File: src/rtl/tpg_pkg.sv
// constants, register indices and carrier types of the three-port gpio block
package tpg_pkg;

  // port widths and their place in the flat pin vector
  localparam int unsigned P0_W  = 8;
  localparam int unsigned P1_W  = 7;
  localparam int unsigned P2_W  = 3;
  localparam int unsigned NPIN  = P0_W + P1_W + P2_W;
  localparam int unsigned P0_LSB = 0;
  localparam int unsigned P1_LSB = P0_W;
  localparam int unsigned P2_LSB = P0_W + P1_W;
  localparam int unsigned GH_W  = 6;

  // register indices; byte address is four times the index
  localparam logic [7:0] IDX_P0_DATA = 8'h80;
  localparam logic [7:0] IDX_P1_DATA = 8'h88;
  localparam logic [7:0] IDX_P0_PU   = 8'h89;
  localparam logic [7:0] IDX_P2_DATA = 8'h90;
  localparam logic [7:0] IDX_P1_PU   = 8'h91;
  localparam logic [7:0] IDX_GUARD_L = 8'h92;
  localparam logic [7:0] IDX_GUARD_H = 8'h93;
  localparam logic [7:0] IDX_P0_DIR  = 8'h98;
  localparam logic [7:0] IDX_P2_PU   = 8'h99;
  localparam logic [7:0] IDX_P1_DIR  = 8'hA0;
  localparam logic [7:0] IDX_P0_OD   = 8'hA1;
  localparam logic [7:0] IDX_P2_DIR  = 8'hB0;
  localparam logic [7:0] IDX_P1_OD   = 8'hB1;
  localparam logic [7:0] IDX_P2_OD   = 8'hB9;
  localparam logic [7:0] IDX_P0_DB   = 8'hC0;
  localparam logic [7:0] IDX_P1_DB   = 8'hC8;
  localparam logic [7:0] IDX_P2_DB   = 8'hD8;
  localparam logic [7:0] IDX_IRQ_ST  = 8'hE1;
  localparam logic [7:0] IDX_IRQ_CLR = 8'hE2;
  localparam logic [7:0] IDX_IRQ_EN  = 8'hE3;

  // reset values
  localparam logic [NPIN-1:0] RST_ZERO = 18'h00000;
  localparam logic [P2_W-1:0] RST_P2_PU = 3'h4;
  localparam logic [7:0]      RST_BYTE  = 8'h00;

  // bus answers
  localparam logic [1:0] RESP_OKAY   = 2'h0;
  localparam logic [1:0] RESP_SLVERR = 2'h2;

  // per-pin configuration carried as one bundle
  typedef struct packed {
    logic [NPIN-1:0] dout;
    logic [NPIN-1:0] dir;
    logic [NPIN-1:0] pu;
    logic [NPIN-1:0] od;
    logic [NPIN-1:0] db;
  } tpg_cfg_t;

  // pad-side signals of all pins
  typedef struct packed {
    logic [NPIN-1:0] o;
    logic [NPIN-1:0] oe;
    logic [NPIN-1:0] pu;
    logic [NPIN-1:0] ibuf_off;
  } tpg_pad_t;

endpackage

File: src/rtl/tpg_top.sv
// three-port gpio block with axi4-lite register slave
//
// Decided for this implementation: the AXI4-Lite interface to the registers.
`timescale 1ns/1ps
`default_nettype none
module tpg_top
  import tpg_pkg::*;
#(
  parameter int unsigned ADDR_W    = 12,
  parameter int unsigned DB_CYCLES = 16
) (
  input  wire logic              aclk,
  input  wire logic              aresetn,
  input  wire logic              ce,
  input  wire logic [ADDR_W-1:0] s_axi_awaddr,
  input  wire logic              s_axi_awvalid,
  output logic                   s_axi_awready,
  input  wire logic [31:0]       s_axi_wdata,
  input  wire logic [3:0]        s_axi_wstrb,
  input  wire logic              s_axi_wvalid,
  output logic                   s_axi_wready,
  output logic [1:0]             s_axi_bresp,
  output logic                   s_axi_bvalid,
  input  wire logic              s_axi_bready,
  input  wire logic [ADDR_W-1:0] s_axi_araddr,
  input  wire logic              s_axi_arvalid,
  output logic                   s_axi_arready,
  output logic [31:0]            s_axi_rdata,
  output logic [1:0]             s_axi_rresp,
  output logic                   s_axi_rvalid,
  input  wire logic              s_axi_rready,
  input  wire logic [NPIN-1:0]   pin_i,
  output logic [NPIN-1:0]        pin_o,
  output logic [NPIN-1:0]        pin_oe,
  output logic [NPIN-1:0]        pin_pu_en,
  output logic [NPIN-1:0]        pin_ibuf_off,
  output logic [GH_W-1:0]        analog_guard_high_o,
  output logic                   irq
);

  // elaboration checks on parameters
  if (ADDR_W < 10) begin : g_chk_addr
    $error("ADDR_W must be at least 10");
  end
  if (DB_CYCLES < 2 || DB_CYCLES > 65535) begin : g_chk_db
    $error("DB_CYCLES must lie in 2..65535");
  end

  localparam int unsigned CW = $clog2(DB_CYCLES + 1);
  localparam logic [CW-1:0] DB_LAST = CW'(DB_CYCLES - 1);
  localparam logic [CW-1:0] CNT_ZERO = CW'(0);

  // -------- register state --------
  tpg_cfg_t        cfg_ff;
  logic [7:0]      guard_low_ff;
  logic [GH_W-1:0] guard_high_ff;
  logic [7:0]      irq_en_ff;
  logic [7:0]      irq_st_ff;

  // -------- bus state --------
  logic              aw_held_ff;
  logic              w_held_ff;
  logic [ADDR_W-1:0] awaddr_ff;
  logic [7:0]        wbyte_ff;
  logic              wlane_ff;
  logic              bvalid_ff;
  logic [1:0]        bresp_ff;
  logic              rvalid_ff;
  logic [1:0]        rresp_ff;
  logic [7:0]        rbyte_ff;

  // -------- input path state --------
  logic [NPIN-1:0] sync1_ff;
  logic [NPIN-1:0] sync2_ff;
  logic [NPIN-1:0] stable_ff;
  logic [P0_W-1:0] p0_prev_ff;

  // -------- write channel handshakes --------
  // address and data taken independently, so a master may send either first
  wire aw_fire = s_axi_awvalid & s_axi_awready;
  wire w_fire  = s_axi_wvalid & s_axi_wready;
  wire wr_go   = aw_held_ff & w_held_ff & ~bvalid_ff;
  assign s_axi_awready = ~aw_held_ff & ~bvalid_ff;
  assign s_axi_wready  = ~w_held_ff & ~bvalid_ff;
  assign s_axi_bvalid  = bvalid_ff;
  assign s_axi_bresp   = bresp_ff;

  // -------- write decode --------
  wire [7:0] widx     = awaddr_ff[9:2];
  wire       whigh_ok = (awaddr_ff >> 10) == '0;
  wire       wen      = wr_go & whigh_ok & wlane_ff;
  wire w_p0d = wen & (widx == IDX_P0_DATA);
  wire w_p1d = wen & (widx == IDX_P1_DATA);
  wire w_p2d = wen & (widx == IDX_P2_DATA);
  wire w_p0r = wen & (widx == IDX_P0_DIR);
  wire w_p1r = wen & (widx == IDX_P1_DIR);
  wire w_p2r = wen & (widx == IDX_P2_DIR);
  wire w_p0u = wen & (widx == IDX_P0_PU);
  wire w_p1u = wen & (widx == IDX_P1_PU);
  wire w_p2u = wen & (widx == IDX_P2_PU);
  wire w_p0o = wen & (widx == IDX_P0_OD);
  wire w_p1o = wen & (widx == IDX_P1_OD);
  wire w_p2o = wen & (widx == IDX_P2_OD);
  wire w_p0b = wen & (widx == IDX_P0_DB);
  wire w_p1b = wen & (widx == IDX_P1_DB);
  wire w_p2b = wen & (widx == IDX_P2_DB);
  wire w_gl  = wen & (widx == IDX_GUARD_L);
  wire w_gh  = wen & (widx == IDX_GUARD_H);
  wire w_ien = wen & (widx == IDX_IRQ_EN);
  wire w_clr = wen & (widx == IDX_IRQ_CLR);

  // a write to any listed index answers okay, even with its byte lane off
  wire wmapped = whigh_ok & (
    widx == IDX_P0_DATA || widx == IDX_P1_DATA || widx == IDX_P2_DATA ||
    widx == IDX_P0_DIR  || widx == IDX_P1_DIR  || widx == IDX_P2_DIR  ||
    widx == IDX_P0_PU   || widx == IDX_P1_PU   || widx == IDX_P2_PU   ||
    widx == IDX_P0_OD   || widx == IDX_P1_OD   || widx == IDX_P2_OD   ||
    widx == IDX_P0_DB   || widx == IDX_P1_DB   || widx == IDX_P2_DB   ||
    widx == IDX_GUARD_L || widx == IDX_GUARD_H || widx == IDX_IRQ_ST  ||
    widx == IDX_IRQ_CLR || widx == IDX_IRQ_EN);

  // next values: only the implemented low bits of each port are taken
  wire [P0_W-1:0] wb0 = wbyte_ff[P0_W-1:0];
  wire [P1_W-1:0] wb1 = wbyte_ff[P1_W-1:0];
  wire [P2_W-1:0] wb2 = wbyte_ff[P2_W-1:0];

  tpg_cfg_t nxt_cfg;
  assign nxt_cfg.dout = {w_p2d ? wb2 : cfg_ff.dout[P2_LSB +: P2_W],
                         w_p1d ? wb1 : cfg_ff.dout[P1_LSB +: P1_W],
                         w_p0d ? wb0 : cfg_ff.dout[P0_LSB +: P0_W]};
  assign nxt_cfg.dir  = {w_p2r ? wb2 : cfg_ff.dir[P2_LSB +: P2_W],
                         w_p1r ? wb1 : cfg_ff.dir[P1_LSB +: P1_W],
                         w_p0r ? wb0 : cfg_ff.dir[P0_LSB +: P0_W]};
  assign nxt_cfg.pu   = {w_p2u ? wb2 : cfg_ff.pu[P2_LSB +: P2_W],
                         w_p1u ? wb1 : cfg_ff.pu[P1_LSB +: P1_W],
                         w_p0u ? wb0 : cfg_ff.pu[P0_LSB +: P0_W]};
  assign nxt_cfg.od   = {w_p2o ? wb2 : cfg_ff.od[P2_LSB +: P2_W],
                         w_p1o ? wb1 : cfg_ff.od[P1_LSB +: P1_W],
                         w_p0o ? wb0 : cfg_ff.od[P0_LSB +: P0_W]};
  assign nxt_cfg.db   = {w_p2b ? wb2 : cfg_ff.db[P2_LSB +: P2_W],
                         w_p1b ? wb1 : cfg_ff.db[P1_LSB +: P1_W],
                         w_p0b ? wb0 : cfg_ff.db[P0_LSB +: P0_W]};
  wire [7:0]      nxt_guard_low  = w_gl ? wbyte_ff : guard_low_ff;
  wire [GH_W-1:0] nxt_guard_high = w_gh ? wbyte_ff[GH_W-1:0] : guard_high_ff;
  wire [7:0]      nxt_irq_en     = w_ien ? wbyte_ff : irq_en_ff;

  // config registers; every direction, open-drain, debounce bit clears on reset
  always_ff @(posedge aclk) begin
    if (!aresetn) begin
      cfg_ff.dout   <= RST_ZERO;
      cfg_ff.dir    <= RST_ZERO;
      cfg_ff.pu     <= {RST_P2_PU, RST_ZERO[P1_W+P0_W-1:0]};
      cfg_ff.od     <= RST_ZERO;
      cfg_ff.db     <= RST_ZERO;
      guard_low_ff  <= RST_BYTE;
      guard_high_ff <= RST_BYTE[GH_W-1:0];
      irq_en_ff     <= RST_BYTE;
    end else if (ce) begin
      cfg_ff        <= nxt_cfg;
      guard_low_ff  <= nxt_guard_low;
      guard_high_ff <= nxt_guard_high;
      irq_en_ff     <= nxt_irq_en;
    end
  end

  // write channel holding registers and response
  always_ff @(posedge aclk) begin
    if (!aresetn) begin
      aw_held_ff <= 1'b0;
      w_held_ff  <= 1'b0;
      awaddr_ff  <= '0;
      wbyte_ff   <= RST_BYTE;
      wlane_ff   <= 1'b0;
      bvalid_ff  <= 1'b0;
      bresp_ff   <= RESP_OKAY;
    end else if (ce) begin
      if (aw_fire) begin
        aw_held_ff <= 1'b1;
        awaddr_ff  <= s_axi_awaddr;
      end
      if (w_fire) begin
        w_held_ff <= 1'b1;
        wbyte_ff  <= s_axi_wdata[7:0];
        wlane_ff  <= s_axi_wstrb[0];
      end
      if (wr_go) begin
        aw_held_ff <= 1'b0;
        w_held_ff  <= 1'b0;
        bvalid_ff  <= 1'b1;
        bresp_ff   <= wmapped ? RESP_OKAY : RESP_SLVERR;
      end else if (bvalid_ff && s_axi_bready) begin
        bvalid_ff <= 1'b0;
      end
    end
  end

  // -------- input path --------
  // two flops for the asynchronous pins; only the second is read onward
  always_ff @(posedge aclk) begin
    if (!aresetn) begin
      sync1_ff <= RST_ZERO;
      sync2_ff <= RST_ZERO;
    end else if (ce) begin
      sync1_ff <= pin_i;
      sync2_ff <= sync1_ff;
    end
  end

  // per-pin debounce; a disabled filter follows the synchronised level at once
  for (genvar g = 0; g < NPIN; g++) begin : g_db
    logic [CW-1:0] cnt_ff;
    wire           differs = sync2_ff[g] ^ stable_ff[g];
    wire           settled = differs & (cnt_ff == DB_LAST);
    always_ff @(posedge aclk) begin
      if (!aresetn) begin
        cnt_ff       <= CNT_ZERO;
        stable_ff[g] <= 1'b0;
      end else if (ce) begin
        if (!cfg_ff.db[g] || settled) begin
          cnt_ff       <= CNT_ZERO;
          stable_ff[g] <= sync2_ff[g];
        end else if (differs) begin
          cnt_ff <= cnt_ff + CW'(1);
        end else begin
          cnt_ff <= CNT_ZERO; // glitch back to old level restarts the wait
        end
      end
    end
  end

  // guard mask on the flat pin vector: channels 0..7 on the first port,
  // 8 and 9 on second-port pins 4 and 5; channels 10..13 sit off these ports
  wire [NPIN-1:0] guard_mask = {4'h0, guard_high_ff[1:0], 4'h0, guard_low_ff};
  wire [NPIN-1:0] pin_level  = stable_ff & ~guard_mask;

  // -------- pad drive --------
  // open-drain pins only ever pull low; the high level is the board's resistor
  tpg_pad_t pad;
  assign pad.o        = cfg_ff.dout & ~cfg_ff.od;
  assign pad.oe       = cfg_ff.dir & (~cfg_ff.od | ~cfg_ff.dout);
  assign pad.pu       = cfg_ff.pu & ~cfg_ff.dir;
  assign pad.ibuf_off = guard_mask;
  assign pin_o        = pad.o;
  assign pin_oe       = pad.oe;
  assign pin_pu_en    = pad.pu;
  assign pin_ibuf_off = pad.ibuf_off;
  assign analog_guard_high_o = guard_high_ff;

  // -------- change interrupt on the first port --------
  // outputs drive their own level back, so an output pin may flag too
  wire [P0_W-1:0] p0_change = pin_level[P0_LSB +: P0_W] ^ p0_prev_ff;
  wire [7:0]      irq_clr   = w_clr ? wbyte_ff : RST_BYTE;
  wire [7:0]      nxt_irq_st = (irq_st_ff & ~irq_clr) | p0_change; // set beats clear

  always_ff @(posedge aclk) begin
    if (!aresetn) begin
      p0_prev_ff <= RST_BYTE;
      irq_st_ff  <= RST_BYTE;
    end else if (ce) begin
      p0_prev_ff <= pin_level[P0_LSB +: P0_W];
      irq_st_ff  <= nxt_irq_st;
    end
  end

  assign irq = |(irq_st_ff & irq_en_ff);

  // -------- read channel --------
  wire [7:0] ridx     = s_axi_araddr[9:2];
  wire       rhigh_ok = (s_axi_araddr >> 10) == '0;
  wire       ar_fire  = s_axi_arvalid & s_axi_arready;
  assign s_axi_arready = ~rvalid_ff;
  assign s_axi_rvalid  = rvalid_ff;
  assign s_axi_rresp   = rresp_ff;
  assign s_axi_rdata   = {24'h000000, rbyte_ff};

  // data bit reads the latch on outputs and the pin level on inputs
  wire [NPIN-1:0] port_rd = (cfg_ff.dir & cfg_ff.dout) | (~cfg_ff.dir & pin_level);

  logic [7:0] rd_byte;
  logic       rd_hit;
  // read mux; missing upper bits are zero-filled
  always_comb begin
    rd_byte = RST_BYTE;
    rd_hit  = 1'b1;
    case (ridx)
      IDX_P0_DATA: rd_byte = port_rd[P0_LSB +: P0_W];
      IDX_P1_DATA: rd_byte = {1'b0, port_rd[P1_LSB +: P1_W]};
      IDX_P2_DATA: rd_byte = {5'h00, port_rd[P2_LSB +: P2_W]};
      IDX_P0_DIR:  rd_byte = cfg_ff.dir[P0_LSB +: P0_W];
      IDX_P1_DIR:  rd_byte = {1'b0, cfg_ff.dir[P1_LSB +: P1_W]};
      IDX_P2_DIR:  rd_byte = {5'h00, cfg_ff.dir[P2_LSB +: P2_W]};
      IDX_P0_PU:   rd_byte = cfg_ff.pu[P0_LSB +: P0_W];
      IDX_P1_PU:   rd_byte = {1'b0, cfg_ff.pu[P1_LSB +: P1_W]};
      IDX_P2_PU:   rd_byte = {5'h00, cfg_ff.pu[P2_LSB +: P2_W]};
      IDX_P0_OD:   rd_byte = cfg_ff.od[P0_LSB +: P0_W];
      IDX_P1_OD:   rd_byte = {1'b0, cfg_ff.od[P1_LSB +: P1_W]};
      IDX_P2_OD:   rd_byte = {5'h00, cfg_ff.od[P2_LSB +: P2_W]};
      IDX_P0_DB:   rd_byte = cfg_ff.db[P0_LSB +: P0_W];
      IDX_P1_DB:   rd_byte = {1'b0, cfg_ff.db[P1_LSB +: P1_W]};
      IDX_P2_DB:   rd_byte = {5'h00, cfg_ff.db[P2_LSB +: P2_W]};
      IDX_GUARD_L: rd_byte = guard_low_ff;
      IDX_GUARD_H: rd_byte = {2'h0, guard_high_ff};
      IDX_IRQ_ST:  rd_byte = irq_st_ff;
      IDX_IRQ_EN:  rd_byte = irq_en_ff;
      IDX_IRQ_CLR: rd_byte = RST_BYTE; // write-only, reads zero
      default:     rd_hit  = 1'b0;
    endcase
  end

  // read response registered; one read outstanding at a time
  always_ff @(posedge aclk) begin
    if (!aresetn) begin
      rvalid_ff <= 1'b0;
      rresp_ff  <= RESP_OKAY;
      rbyte_ff  <= RST_BYTE;
    end else if (ce) begin
      if (ar_fire) begin
        rvalid_ff <= 1'b1;
        rresp_ff  <= (rd_hit & rhigh_ok) ? RESP_OKAY : RESP_SLVERR;
        rbyte_ff  <= (rd_hit & rhigh_ok) ? rd_byte : RST_BYTE;
      end else if (rvalid_ff && s_axi_rready) begin
        rvalid_ff <= 1'b0;
      end
    end
  end

endmodule
`default_nettype wire

File: config.mk
export PLATFORM = sky130hd
export DESIGN_NAME = tpg_top
export DESIGN_NICKNAME = d
export VERILOG_FILES = /design/src/rtl/tpg_pkg.sv /design/src/rtl/tpg_top.sv
export SDC_FILE = /design/constraint.sdc
export NUM_CORES = 1
export LEC_CHECK = 0
export ABC_AREA = 1
export BUFFER_PORTS_ARGS = -buffer_cell sky130_fd_sc_hd__buf_2
export CORE_UTILIZATION = 35
export CTS_CLUSTER_DIAMETER = 40
export DETAILED_ROUTE_END_ITERATION = 6
export PLACE_DENSITY_LB_ADDON = 0.25
export SLEW_MARGIN = 5
export SYNTH_ARGS = -nofsm -noshare
export SYNTH_HDL_FRONTEND = slang
export SYNTH_SLANG_ARGS = --single-unit
File: constraint.sdc
create_clock -name aclk -period 1.6 [get_ports aclk]
set_input_delay 0.08 -clock aclk [delete_from_list [all_inputs] [get_ports aclk]]
set_output_delay 0.08 -clock aclk [all_outputs]
set_load 0.005 [all_outputs]
# Word level (Yosys, flattened, before mapping)
# Index checks and enable logic that the tools add are counted.
dict set report classes {
  eq_ne 58
  n_addsub 18
  div 0
  mux 50
  n_reduce_logical 109
  mul 0
  shift 0
  n_bitwise 87
  order_cmp 0
}
# operator n
set op_table {}
lappend op_table {{== test 8 bit (second input constant)} 40}
lappend op_table {{two-way mux 5 bit} 36}
lappend op_table {{one-hot mux 8 bit (19 select lines)} 1}
lappend op_table {{bitwise AND 18 bit} 6}
lappend op_table {{adder 5 x 1 -> 5 bit (second input constant)} 18}
lappend op_table {{== test 5 x 4 -> 1 bit (second input constant)} 18}
lappend op_table {{AND reduction 2 bit} 44}
lappend op_table {{NOT 18 bit} 3}
lappend op_table {{bitwise AND 1 bit} 48}
lappend op_table {{logical OR 1 bit} 37}
lappend op_table {{bitwise OR 18 bit} 2}
lappend op_table {{zero test 12 bit} 2}
lappend op_table {{OR reduction 20 bit} 1}
lappend op_table {{zero test 1 bit} 18}
lappend op_table {{NOT 14 -> 18 bit} 1}
lappend op_table {{XOR 1 bit} 18}
lappend op_table {{bitwise AND 8 bit} 2}
lappend op_table {{two-way mux 8 bit} 2}
lappend op_table {{two-way mux 1 bit} 9}
lappend op_table {{NOT 8 bit} 1}
lappend op_table {{bitwise OR 8 bit} 1}
lappend op_table {{nonzero test 2 bit} 4}
lappend op_table {{OR reduction 8 bit} 1}
lappend op_table {{XOR 8 bit} 1}
lappend op_table {{3 further kinds} 8}
dict set report totals {
  mem_bits_rw 0
  input_bits 86
  regBits 309
  wordCells 390
  latchBits 0
  memories 0
  out_inout_bits 120
  rom_bits 0
}

# Longest topological paths before layout
# Gate-level depths: netlist of run 1.
dict set report logic_depth {
  ltp_word 22
  mapped_depth 12
  mapped_depth_nobuf 12
}

# Least setup slack after synthesis of run 1
# No wires, ideal clock.
dict set report synth_timing {
  path_type {register to register}
  start {register bvalid_ff, in the netlist s_axi_bvalid}
  end {register cfg_ff[47] in the netlist's numbering}
  path_buffers 2
  setup_ns 0.119
  synth_period_minus_slack_ns 1.632
  slack_ns -0.032
  stages_incl_launch_ff 10
  arrival_ns 1.512
  t_required_ns 1.481
  cell_sequence {dfxtp_1 nand3b_1 nor3_2 nand2_2 buf_6 inv_2 nand4_1 buf_2 o21ai_0 a21oi_1}
}
dict set report synth_via {
  elab_chain_cells 6
}
# item line_no
set synth_lines {}
lappend synth_lines {{start: declaration} tpg_top.sv:66} ;# logic bvalid_ff;
lappend synth_lines {{start signal: assignment} tpg_top.sv:174} ;# bvalid_ff <= 1'b0;
lappend synth_lines {{start signal: assignment} tpg_top.sv:189} ;# bvalid_ff <= 1'b1;
lappend synth_lines {{start signal: assignment} tpg_top.sv:192} ;# bvalid_ff <= 1'b0;
lappend synth_lines {{NOT 1 bit} tpg_top.sv:82} ;# wire wr_go = aw_held_ff & w_held_ff & ~bvalid_ff;
lappend synth_lines {{bitwise AND 1 bit} tpg_top.sv:82}
lappend synth_lines {{bitwise AND 1 bit (2 in a row)} tpg_top.sv:91} ;# wire wen = wr_go & whigh_ok & wlane_ff;
lappend synth_lines {{bitwise AND 1 bit} tpg_top.sv:99} ;# wire w_p1u = wen & (widx == IDX_P1_PU);
lappend synth_lines {{AND reduction 2 bit (no source line)} --}
lappend synth_lines {{end signal: assignment} tpg_top.sv:159} ;# cfg_ff <= nxt_cfg;
lappend synth_lines {{end: declaration} tpg_top.sv:54} ;# tpg_cfg_t cfg_ff;
# No other way between the ends.
# A chain may end at the register's enable or synchronous reset.

# Worst setup path after layout of run 1
dict set report layout_timing {
  start {register bvalid_ff, in the netlist s_axi_bvalid}
  end {register irq_en_ff[2]}
}
dict set report layout_via {
  elab_chain_cells 6
}
# item line_no
set layout_lines {}
lappend layout_lines {{NOT 1 bit} tpg_top.sv:82}
lappend layout_lines {{bitwise AND 1 bit} tpg_top.sv:82}
lappend layout_lines {{bitwise AND 1 bit (2 in a row)} tpg_top.sv:91}
lappend layout_lines {{bitwise AND 1 bit} tpg_top.sv:109} ;# wire w_ien = wen & (widx == IDX_IRQ_EN);
lappend layout_lines {{AND reduction 2 bit (no source line)} --}
lappend layout_lines {{end signal: assignment} tpg_top.sv:162} ;# irq_en_ff <= nxt_irq_en;
lappend layout_lines {{end: declaration} tpg_top.sv:57} ;# logic [7:0] irq_en_ff;
# No other way between the ends.

==> results of run 1 <==
flip-flops by register name, indices dropped and copies added (netlist names):
register and flops:
s_axi_bresp 1, guard_low_ff 8, awaddr_ff 10, aw_held_ff 1, irq_en_ff 8, wlane_ff 1
w_held_ff 1, sync1_ff 18, sync2_ff 18, s_axi_rvalid 1, g_db.cnt_ff 90, analog_guard_high_o 6
cfg_ff 90, irq_st_ff 8, rbyte_ff 8, s_axi_bvalid 1, stable_ff 18, wb0 8
p0_prev_ff 8, s_axi_rresp 1
repair_timing:
| item | CTS | global route |
|---|---|---|
| cloned | 2 | 3 |
| endpoints found under the setup margin | 111 | 215 |
| hold buffers | 50 | 0 |
| gates resized for setup | 87 | 246 |
| hold endpoints to repair | 62 | 0 |
| setup buffers | 6 | 21 |
| pin swaps | 12 | 47 |
worst max-delay path, delay by kind of cell (launching register included):
family	cells	cell delay, ns
and+or+nand+nor	5	0.68
buffers and inverters	3	0.43
DFF	1	0.32
AOI/OAI and AO/OA	1	0.20
cells by family (layout without fill, tap and decap cells):
group | after synthesis | count (layout) | share of synthesized area [%]
other cells | 1 | 34 | 0.0255
compound gates | 504 | 504 | 19.3
fa+ha+maj | 36 | 36 | 3.06
flops | 305 | 305 | 41.5
xor+xnor | 22 | 22 | 1.31
simple gates | 819 | 819 | 24.5
buf+inv | 354 | 736 | 10.3
synth_stat cells:
master	count	share of area (%)
a211oi_1	60	3.1
a211oi_2	2	0.17
a21boi_0	10	0.51
a21o_1	8	0.41
a21oi_1	167	5.7
a21oi_4	1	0.11
a221oi_1	2	0.12
a22o_1	2	0.12
a22oi_1	3	0.15
a311oi_1	3	0.18
a31oi_1	37	1.6
buf_1	4	0.10
buf_2	11	0.37
buf_4	41	2.1
buf_6	2	0.15
clkbuf_1	65	1.7
clkinv_1	6	0.15
conb_1	1	0.026
dfxtp_1	305	42
ha_1	36	3.1
inv_1	216	5.5
inv_2	9	0.23
nand2_1	284	7.3
nand2_2	4	0.17
nand2_4	1	0.077
nand3_1	65	2.2
nand3b_1	2	0.10
nand4_1	28	1.2
nor2_1	331	8.5
nor2_2	8	0.34
nor2_4	7	0.54
nor2_8	1	0.14
nor3_1	44	1.5
nor3_2	3	0.20
nor3_4	2	0.22
nor3b_4	1	0.13
nor4_1	25	1.1
nor4_4	3	0.43
o211ai_1	5	0.26
o21a_1	1	0.051
o21ai_0	203	6.9
or2_2	9	0.38
or2_4	1	0.060
xnor2_1	16	0.95
xor2_1	6	0.36
power groups by stage:
stage,clock network [W],registers [W],logic [W]
global placement,0,0.00803,0.00126
global route,0.0121,0.00790,0.00162
finish,0.0116,0.00789,0.00148
floorplan,0,0.00800,0.000760
CTS,0.0118,0.00789,0.00139
detailed placement,0,0.00804,0.00127
path summary, 6_finish.rpt:
kind / startpoint / depth (start not counted) / to
worst max-delay path: s_axi_bvalid / 9 / irq_en_ff[2]
worst min-delay path: ce / 4 / stable_ff[8]
worst max register to register: s_axi_bvalid / 9 / irq_en_ff[2]
worst min register to register: g_db[16].cnt_ff[4] / 2 / g_db[16].cnt_ff[4]
stage by stage:
| step | util, % | total power, W | hold slack (ns) | setup TNS [ns] |
|---|---|---|---|---|
| 6_report | 50.5 | 0.0210 | 0.0339 | -2.03 |
| 5_1_grt | 50.5 | 0.0216 | 0.0585 | -12.21 |
| 4_1_cts | 48.2 | 0.0210 | 0.000510 | -1.84 |
| 3_5_place_dp | 41.9 | 0.00931 | 0.308 | -2.79 |
| 3_3_place_gp | 41.9 | 0.00929 | 0.305 | -0.479 |
| 2_1_floorplan | - | 0.00876 | 0.215 | -0.00757 |
placed cells by master, fill, tap and decap left out, types with 28 or more instances in the layout:
| cell | netlist | final |
|---|---|---|
| buf_2 | 11 | 138 |
| nor3_1 | 44 | 39 |
| buf_4 | 41 | 180 |
| conb_1 | 1 | 34 |
| dlygate4sd3_1 | 0 | 50 |
| o21ai_2 | 0 | 40 |
| o21ai_1 | 0 | 29 |
| a21oi_1 | 167 | 151 |
| inv_1 | 216 | 194 |
| a211oi_1 | 60 | 45 |
| nand2_1 | 284 | 265 |
| nand4_1 | 28 | 28 |
| o21ai_0 | 203 | 129 |
| dfxtp_1 | 305 | 280 |
| nor2_1 | 331 | 314 |
| nand3_1 | 65 | 63 |
| clkbuf_16 | 0 | 57 |
| a31oi_1 | 37 | 35 |
final cells by class:
type                       instances  area, um2  share of cell area, %
clock buffer                      61       1420                   6.82
clock inverter                    35        417                   2.01
inverter                         231        891                   4.29
multi-input combinational       1415       8000                   38.5
sequential                       305       6140                   29.5
tap                              532        666                   3.20
timing repair buffer             409       3250                   15.6
layer usage:
metal	vias to the layer above	wire length [um]
met3	97	2990
met2	443	23300
met4	0	1830
met1	7085	23200
met5	-	0
li1	7523	-
==> impl_metrics.csv, run 1 <==
group,metric,value,unit
run_status,status,"finished, violations left",
run_status,violations,"design-rule violations, negative setup slack",
floorplanning,die_h,207,um
synth,synth_cells,2041,
sta,worst_slew_pin_slew,0.643,ns
drt,avgRoutedWirePerCell,17.2,um
sta,fin_crit_sh,109,%
clock_network,clkTransAtPathRegs,0.05,ns
sta,report.final.hold_viol_count,0,
grt,met1_usage,31.0,%
floorplanning,start_util,35.8,%
power_and_ir_drop,power_density,1010,nW/um2
synth,yosysUniqueCellTypes,45,
final_layout,area.growth.synth_to_final,41.4,%
sta,slew_headroom,57.1,%
critical_path,path_max_fanout,8,
grt,grt_max_degree,63,
grt,grt_pass1_wl,77700,um
placed_design,port_buffers,140,
final_layout,final_area,20800,um2
floorplanning,num_io_pins,206,
power_and_ir_drop,combPwrFrac,7.1,%
grt,grt_use_total,23.4,%
job,cap_viol_max_count,0,
power_and_ir_drop,clockPowerShare,55.3,%
critical_path,max_stage_delay,0.32,ns
grt,top_usage_layer,"met2",
final_layout,fin_cells,2988,
drt,antenna_left,0,
power_and_ir_drop,p_leak,8.87,nW
power_and_ir_drop,p_switching,0.00514,W
placed_design,detailed_place_hpwl,37200,um
grt,grt_pass1_vias,14200,
placed_design,dpl_cell_area,17200,um2
drt,drtPass1Iterations,7,
final_layout,fill_cells,3959,
final_layout,diodes,0,
synth,ys_seq_area_share,41.5,%
clock_network,cts_tree,"built",
clock_network,clock_latency,0.59,ns
placed_design,dp_cells,2815,
sta,rsz0062_at_grt,"yes",
sta,setup_viol,55,
floorplanning,die_w,207,um
critical_path,slowest_stage,"dfxtp_2",
grt,met3_usage,3.64,%
critical_path,crit_type,"reg -> reg",
synth,syn-mean-instance-area,7.20,um2
clock_network,htree_levels,2,
sta,fin_crit,1.75,ns
sta,fmax,573,MHz
sta,clock_skew,0.0234,ns
floorplanning,core_area,41100,um2
power_and_ir_drop,seq_power_share,37.7,%
drt,vias,15100,
critical_path,required,2.07,ns
sta,slew_violations,0,
sta,fin_ws,-0.146,ns
critical_path,regToRegSetupSlack,-0.15,ns
clock_network,cts.sinks,305,
grt,use_met2,38.0,%
placed_design,place.gp.congestion,0.985,
floorplanning,dieArea,42800,um2
critical_path,worstSetupEndpointType,"flop",
hold_path,holdCritPathClass,"in -> reg",
critical_path,cp_cell_sequence,"nand3b_1 -> nor3_2 -> nand2_2 -> buf_6 -> nor4_4 -> buf_4 -> buf_12 -> nor2_1 -> a211oi_1",
clock_network,cts-root-buf,"clkbuf_16",
clock_network,numCtsBuffers,52,
drt,drt-initial-drc-count,1110,
power_and_ir_drop,irDropWorstVdd,0.856,mV
grt,grt_overflow,0,
synth,synth_warnings,0,
critical_path,arrival,2.22,ns
clock_network,clock_path_buffers,3,
synth,syn-cell-area,14700,um2
synth,yosys_register_bits,305,
placed_design,post-place-ws,-0.113,ns
drt,routed_wl,51300,um
floorplanning,core.rowCount,74,
drt,routed_via_density,5.07,
grt,antenna_found_initial,0,
final_layout,layout.nets,2536,
power_and_ir_drop,internal_power,0.0158,W
final_layout,drive_gt1_share,28.5,%
power_and_ir_drop,swShare,24.5,%
critical_path,startpoint_type,"flop",
drt,route.detailed.drc,12,
(Power assumes the default switching activity.)
==> run 2: changes to the inputs <==
CELL_PAD_IN_SITES_DETAIL_PLACEMENT = 0   (was not set)
CELL_PAD_IN_SITES_GLOBAL_PLACEMENT = 2   (was not set)
CORE_UTILIZATION = 29   (was 35)
==> run 2 against run 1 <==
  * The flow finishes with violations (negative setup slack)
  * Non-clock buffer count grew 38
  * Final cell count increased by 6.5%
  * Worst hold slack better by 0.0047 ns
  * Power rose by 3.5%
  * Via count increased by 0.75%
  * Sequential share of layout area fell by 1.4 points
  * Sequential power barely moved
  * Design area grew 5.0%
  * Die area grew 20%
  * Largest cell class unchanged
==> impl_metrics.csv, run 2 (synthesis gave the netlist of run 1 again) <==
group,metric,value,unit
grt,grt_pass1_vias,14700,
placed_design,place.gp.congestion,0.944,
sta,fin_ws,-0.165,ns
final_layout,reg_top3,"cfg_ff (90), g_db.cnt_ff (90)",
drt,routed_via_density,4.80,
clock_network,clkTransAtPathRegs,0.05,ns
critical_path,required,2.05,ns
run_status,status,"finished, violations left",
drt,antenna_left,0,
clock_network,cts.sinks,305,
placed_design,post-place-ws,-0.159,ns
power_and_ir_drop,p_leak,9.20,nW
sta,setup_viol,113,
drt,route.detailed.drc,0,
floorplanning,die_h,227,um
placed_design,port_buffers,140,
power_and_ir_drop,p_switching,0.00562,W
final_layout,multi_input_area,8300,um2
sta,clock_skew,0.0149,ns
clock_network,numCtsBuffers,58,
floorplanning,start_util,29.4,%
floorplanning,die_w,227,um
final_layout,area.growth.synth_to_final,48.4,%
drt,avgRoutedWirePerCell,17.7,um
final_layout,layout.nets,2582,
power_and_ir_drop,combPwrFrac,7.4,%
clock_network,cts_tree,"built",
final_layout,diodes,0,
power_and_ir_drop,clockPowerShare,56.2,%
clock_network,clock_path_buffers,3,
sta,slew_headroom,51.9,%
placed_design,dpl_cell_area,17600,um2
drt,routed_wl,56300,um
critical_path,path_max_fanout,8,
run_status,violations,"negative setup slack",
power_and_ir_drop,swShare,25.9,%
grt,grt_overflow,0,
drt,drtPass1Iterations,5,
hold_path,holdCritPathClass,"in -> reg",
floorplanning,core.rowCount,82,
critical_path,startpoint_type,"flop",
grt,grt_pass1_wl,84000,um
sta,report.final.hold_viol_count,0,
critical_path,cp_cell_sequence,"nand3b_1 -> nor3_2 -> nand2_2 -> buf_4 -> nor4_4 -> buf_6 -> buf_12 -> clkbuf_16 -> a211oi_1",
power_and_ir_drop,power_density,994,nW/um2
drt,vias,15300,
final_layout,seq_area,6140,um2
final_layout,layout_common_cells,"298 x nor2_1, 279 x dfxtp_1, 266 x nand2_1",
sta,fmax,566,MHz
grt,antenna_found_initial,0,
grt,grt_use_total,21.3,%
critical_path,slowest_stage,"dfxtp_2",
power_and_ir_drop,seq_power_share,36.4,%
final_layout,fill_cells,5210,
grt,grt_max_degree,75,
floorplanning,core_area,50100,um2
clock_network,cts-root-buf,"clkbuf_16",
final_layout,final_common_cell,"nor2_1",
critical_path,crit_type,"reg -> reg",
critical_path,worstSetupEndpointType,"flop",
sta,slew_violations,0,
critical_path,max_stage_delay,0.31,ns
clock_network,clock_latency,0.60,ns
clock_network,htree_levels,2,
placed_design,detailed_place_hpwl,40000,um
critical_path,arrival,2.22,ns
sta,setup_tns,-11.81,ns
sta,fin_crit,1.77,ns
sta,fin_crit_sh,110,%
sta,worst_slew_pin_slew,0.721,ns
drt,drt-initial-drc-count,887,
final_layout,final_area,21800,um2
sta,rsz0062_at_grt,"yes",
job,cap_viol_max_count,0,
floorplanning,dieArea,51600,um2
final_layout,drive_gt1_share,33.1,%
floorplanning,num_io_pins,206,
power_and_ir_drop,irDropWorstVdd,0.732,mV
power_and_ir_drop,internal_power,0.0161,W
## run 2: timing repair
action                                  CTS  global route
endpoints found under the setup margin  177           238
cloned                                    7             7
resized for setup                       146           291
endpoints found under the hold margin    65             1
pin swaps                                25            72
setup buffers                            25            18
hold buffers                             50             1
## run 2: worst max-delay path: cells and delay by family, from the launching register on
family,cells,cell delay (ns)
and+or+nand+nor,4,0.66
buffers and inverters,4,0.58
DFF,1,0.31
AOI/OAI and AO/OA,1,0.06
## run 2: power by group through the flow
stage                     Clock (W)  Combinational [W]  Sequential, W
after floorplan                   0           0.000760        0.00800
after global placement            0            0.00133        0.00804
after detailed placement          0            0.00134        0.00804
after CTS                    0.0124            0.00152        0.00789
after global routing         0.0128            0.00176        0.00791
final                        0.0122            0.00160        0.00790
## run 2: layer usage
layer / routed length, um / GRT usage [%] / share of wire (%) / vias up
met5: 0 / 0 / 0 / -
met4: 1670 / 7.60 / 3.0 / 0
met3: 2160 / 2.52 / 3.8 / 87
met2: 25600 / 34.4 / 45 / 327
met1: 26900 / 29.2 / 48 / 7220
li1: - / - / - / 7627
## run 2: stage by stage
step	power [W]	utilization (%)	hold slack, ns	instances
detailed placement	0.00938	35.1	0.309	2971
global route	0.0225	43.6	0.0516	3182
finish	0.0217	43.6	0.0386	3182
global placement	0.00937	35.1	0.308	2971
floorplan	0.00876	-	0.215	2074
CTS	0.0219	41.4	0.00278	3163
## run 2: final timing paths
path                startpoint               to  slack (ns)  cells past startpoint
setup / recovery  s_axi_bvalid  guard_low_ff[3]       -0.17                      9
hold reg to reg         wb0[7]           wb0[7]        0.45                      2
hold / removal              ce     stable_ff[6]        0.04                      4
setup reg to reg  s_axi_bvalid  guard_low_ff[3]       -0.17                      9
## run 2: layout make-up
| cell class | count | share of cell area, % |
|---|---|---|
| multi-input combinational | 1416 | 38.1 |
| sequential | 305 | 28.1 |
| timing repair buffer | 447 | 16.7 |
| clock buffer | 67 | 7.28 |
| inverter | 231 | 4.09 |
| tap | 672 | 3.85 |
| clock inverter | 43 | 1.81 |
| timing repair inverter | 1 | 0.0344 |
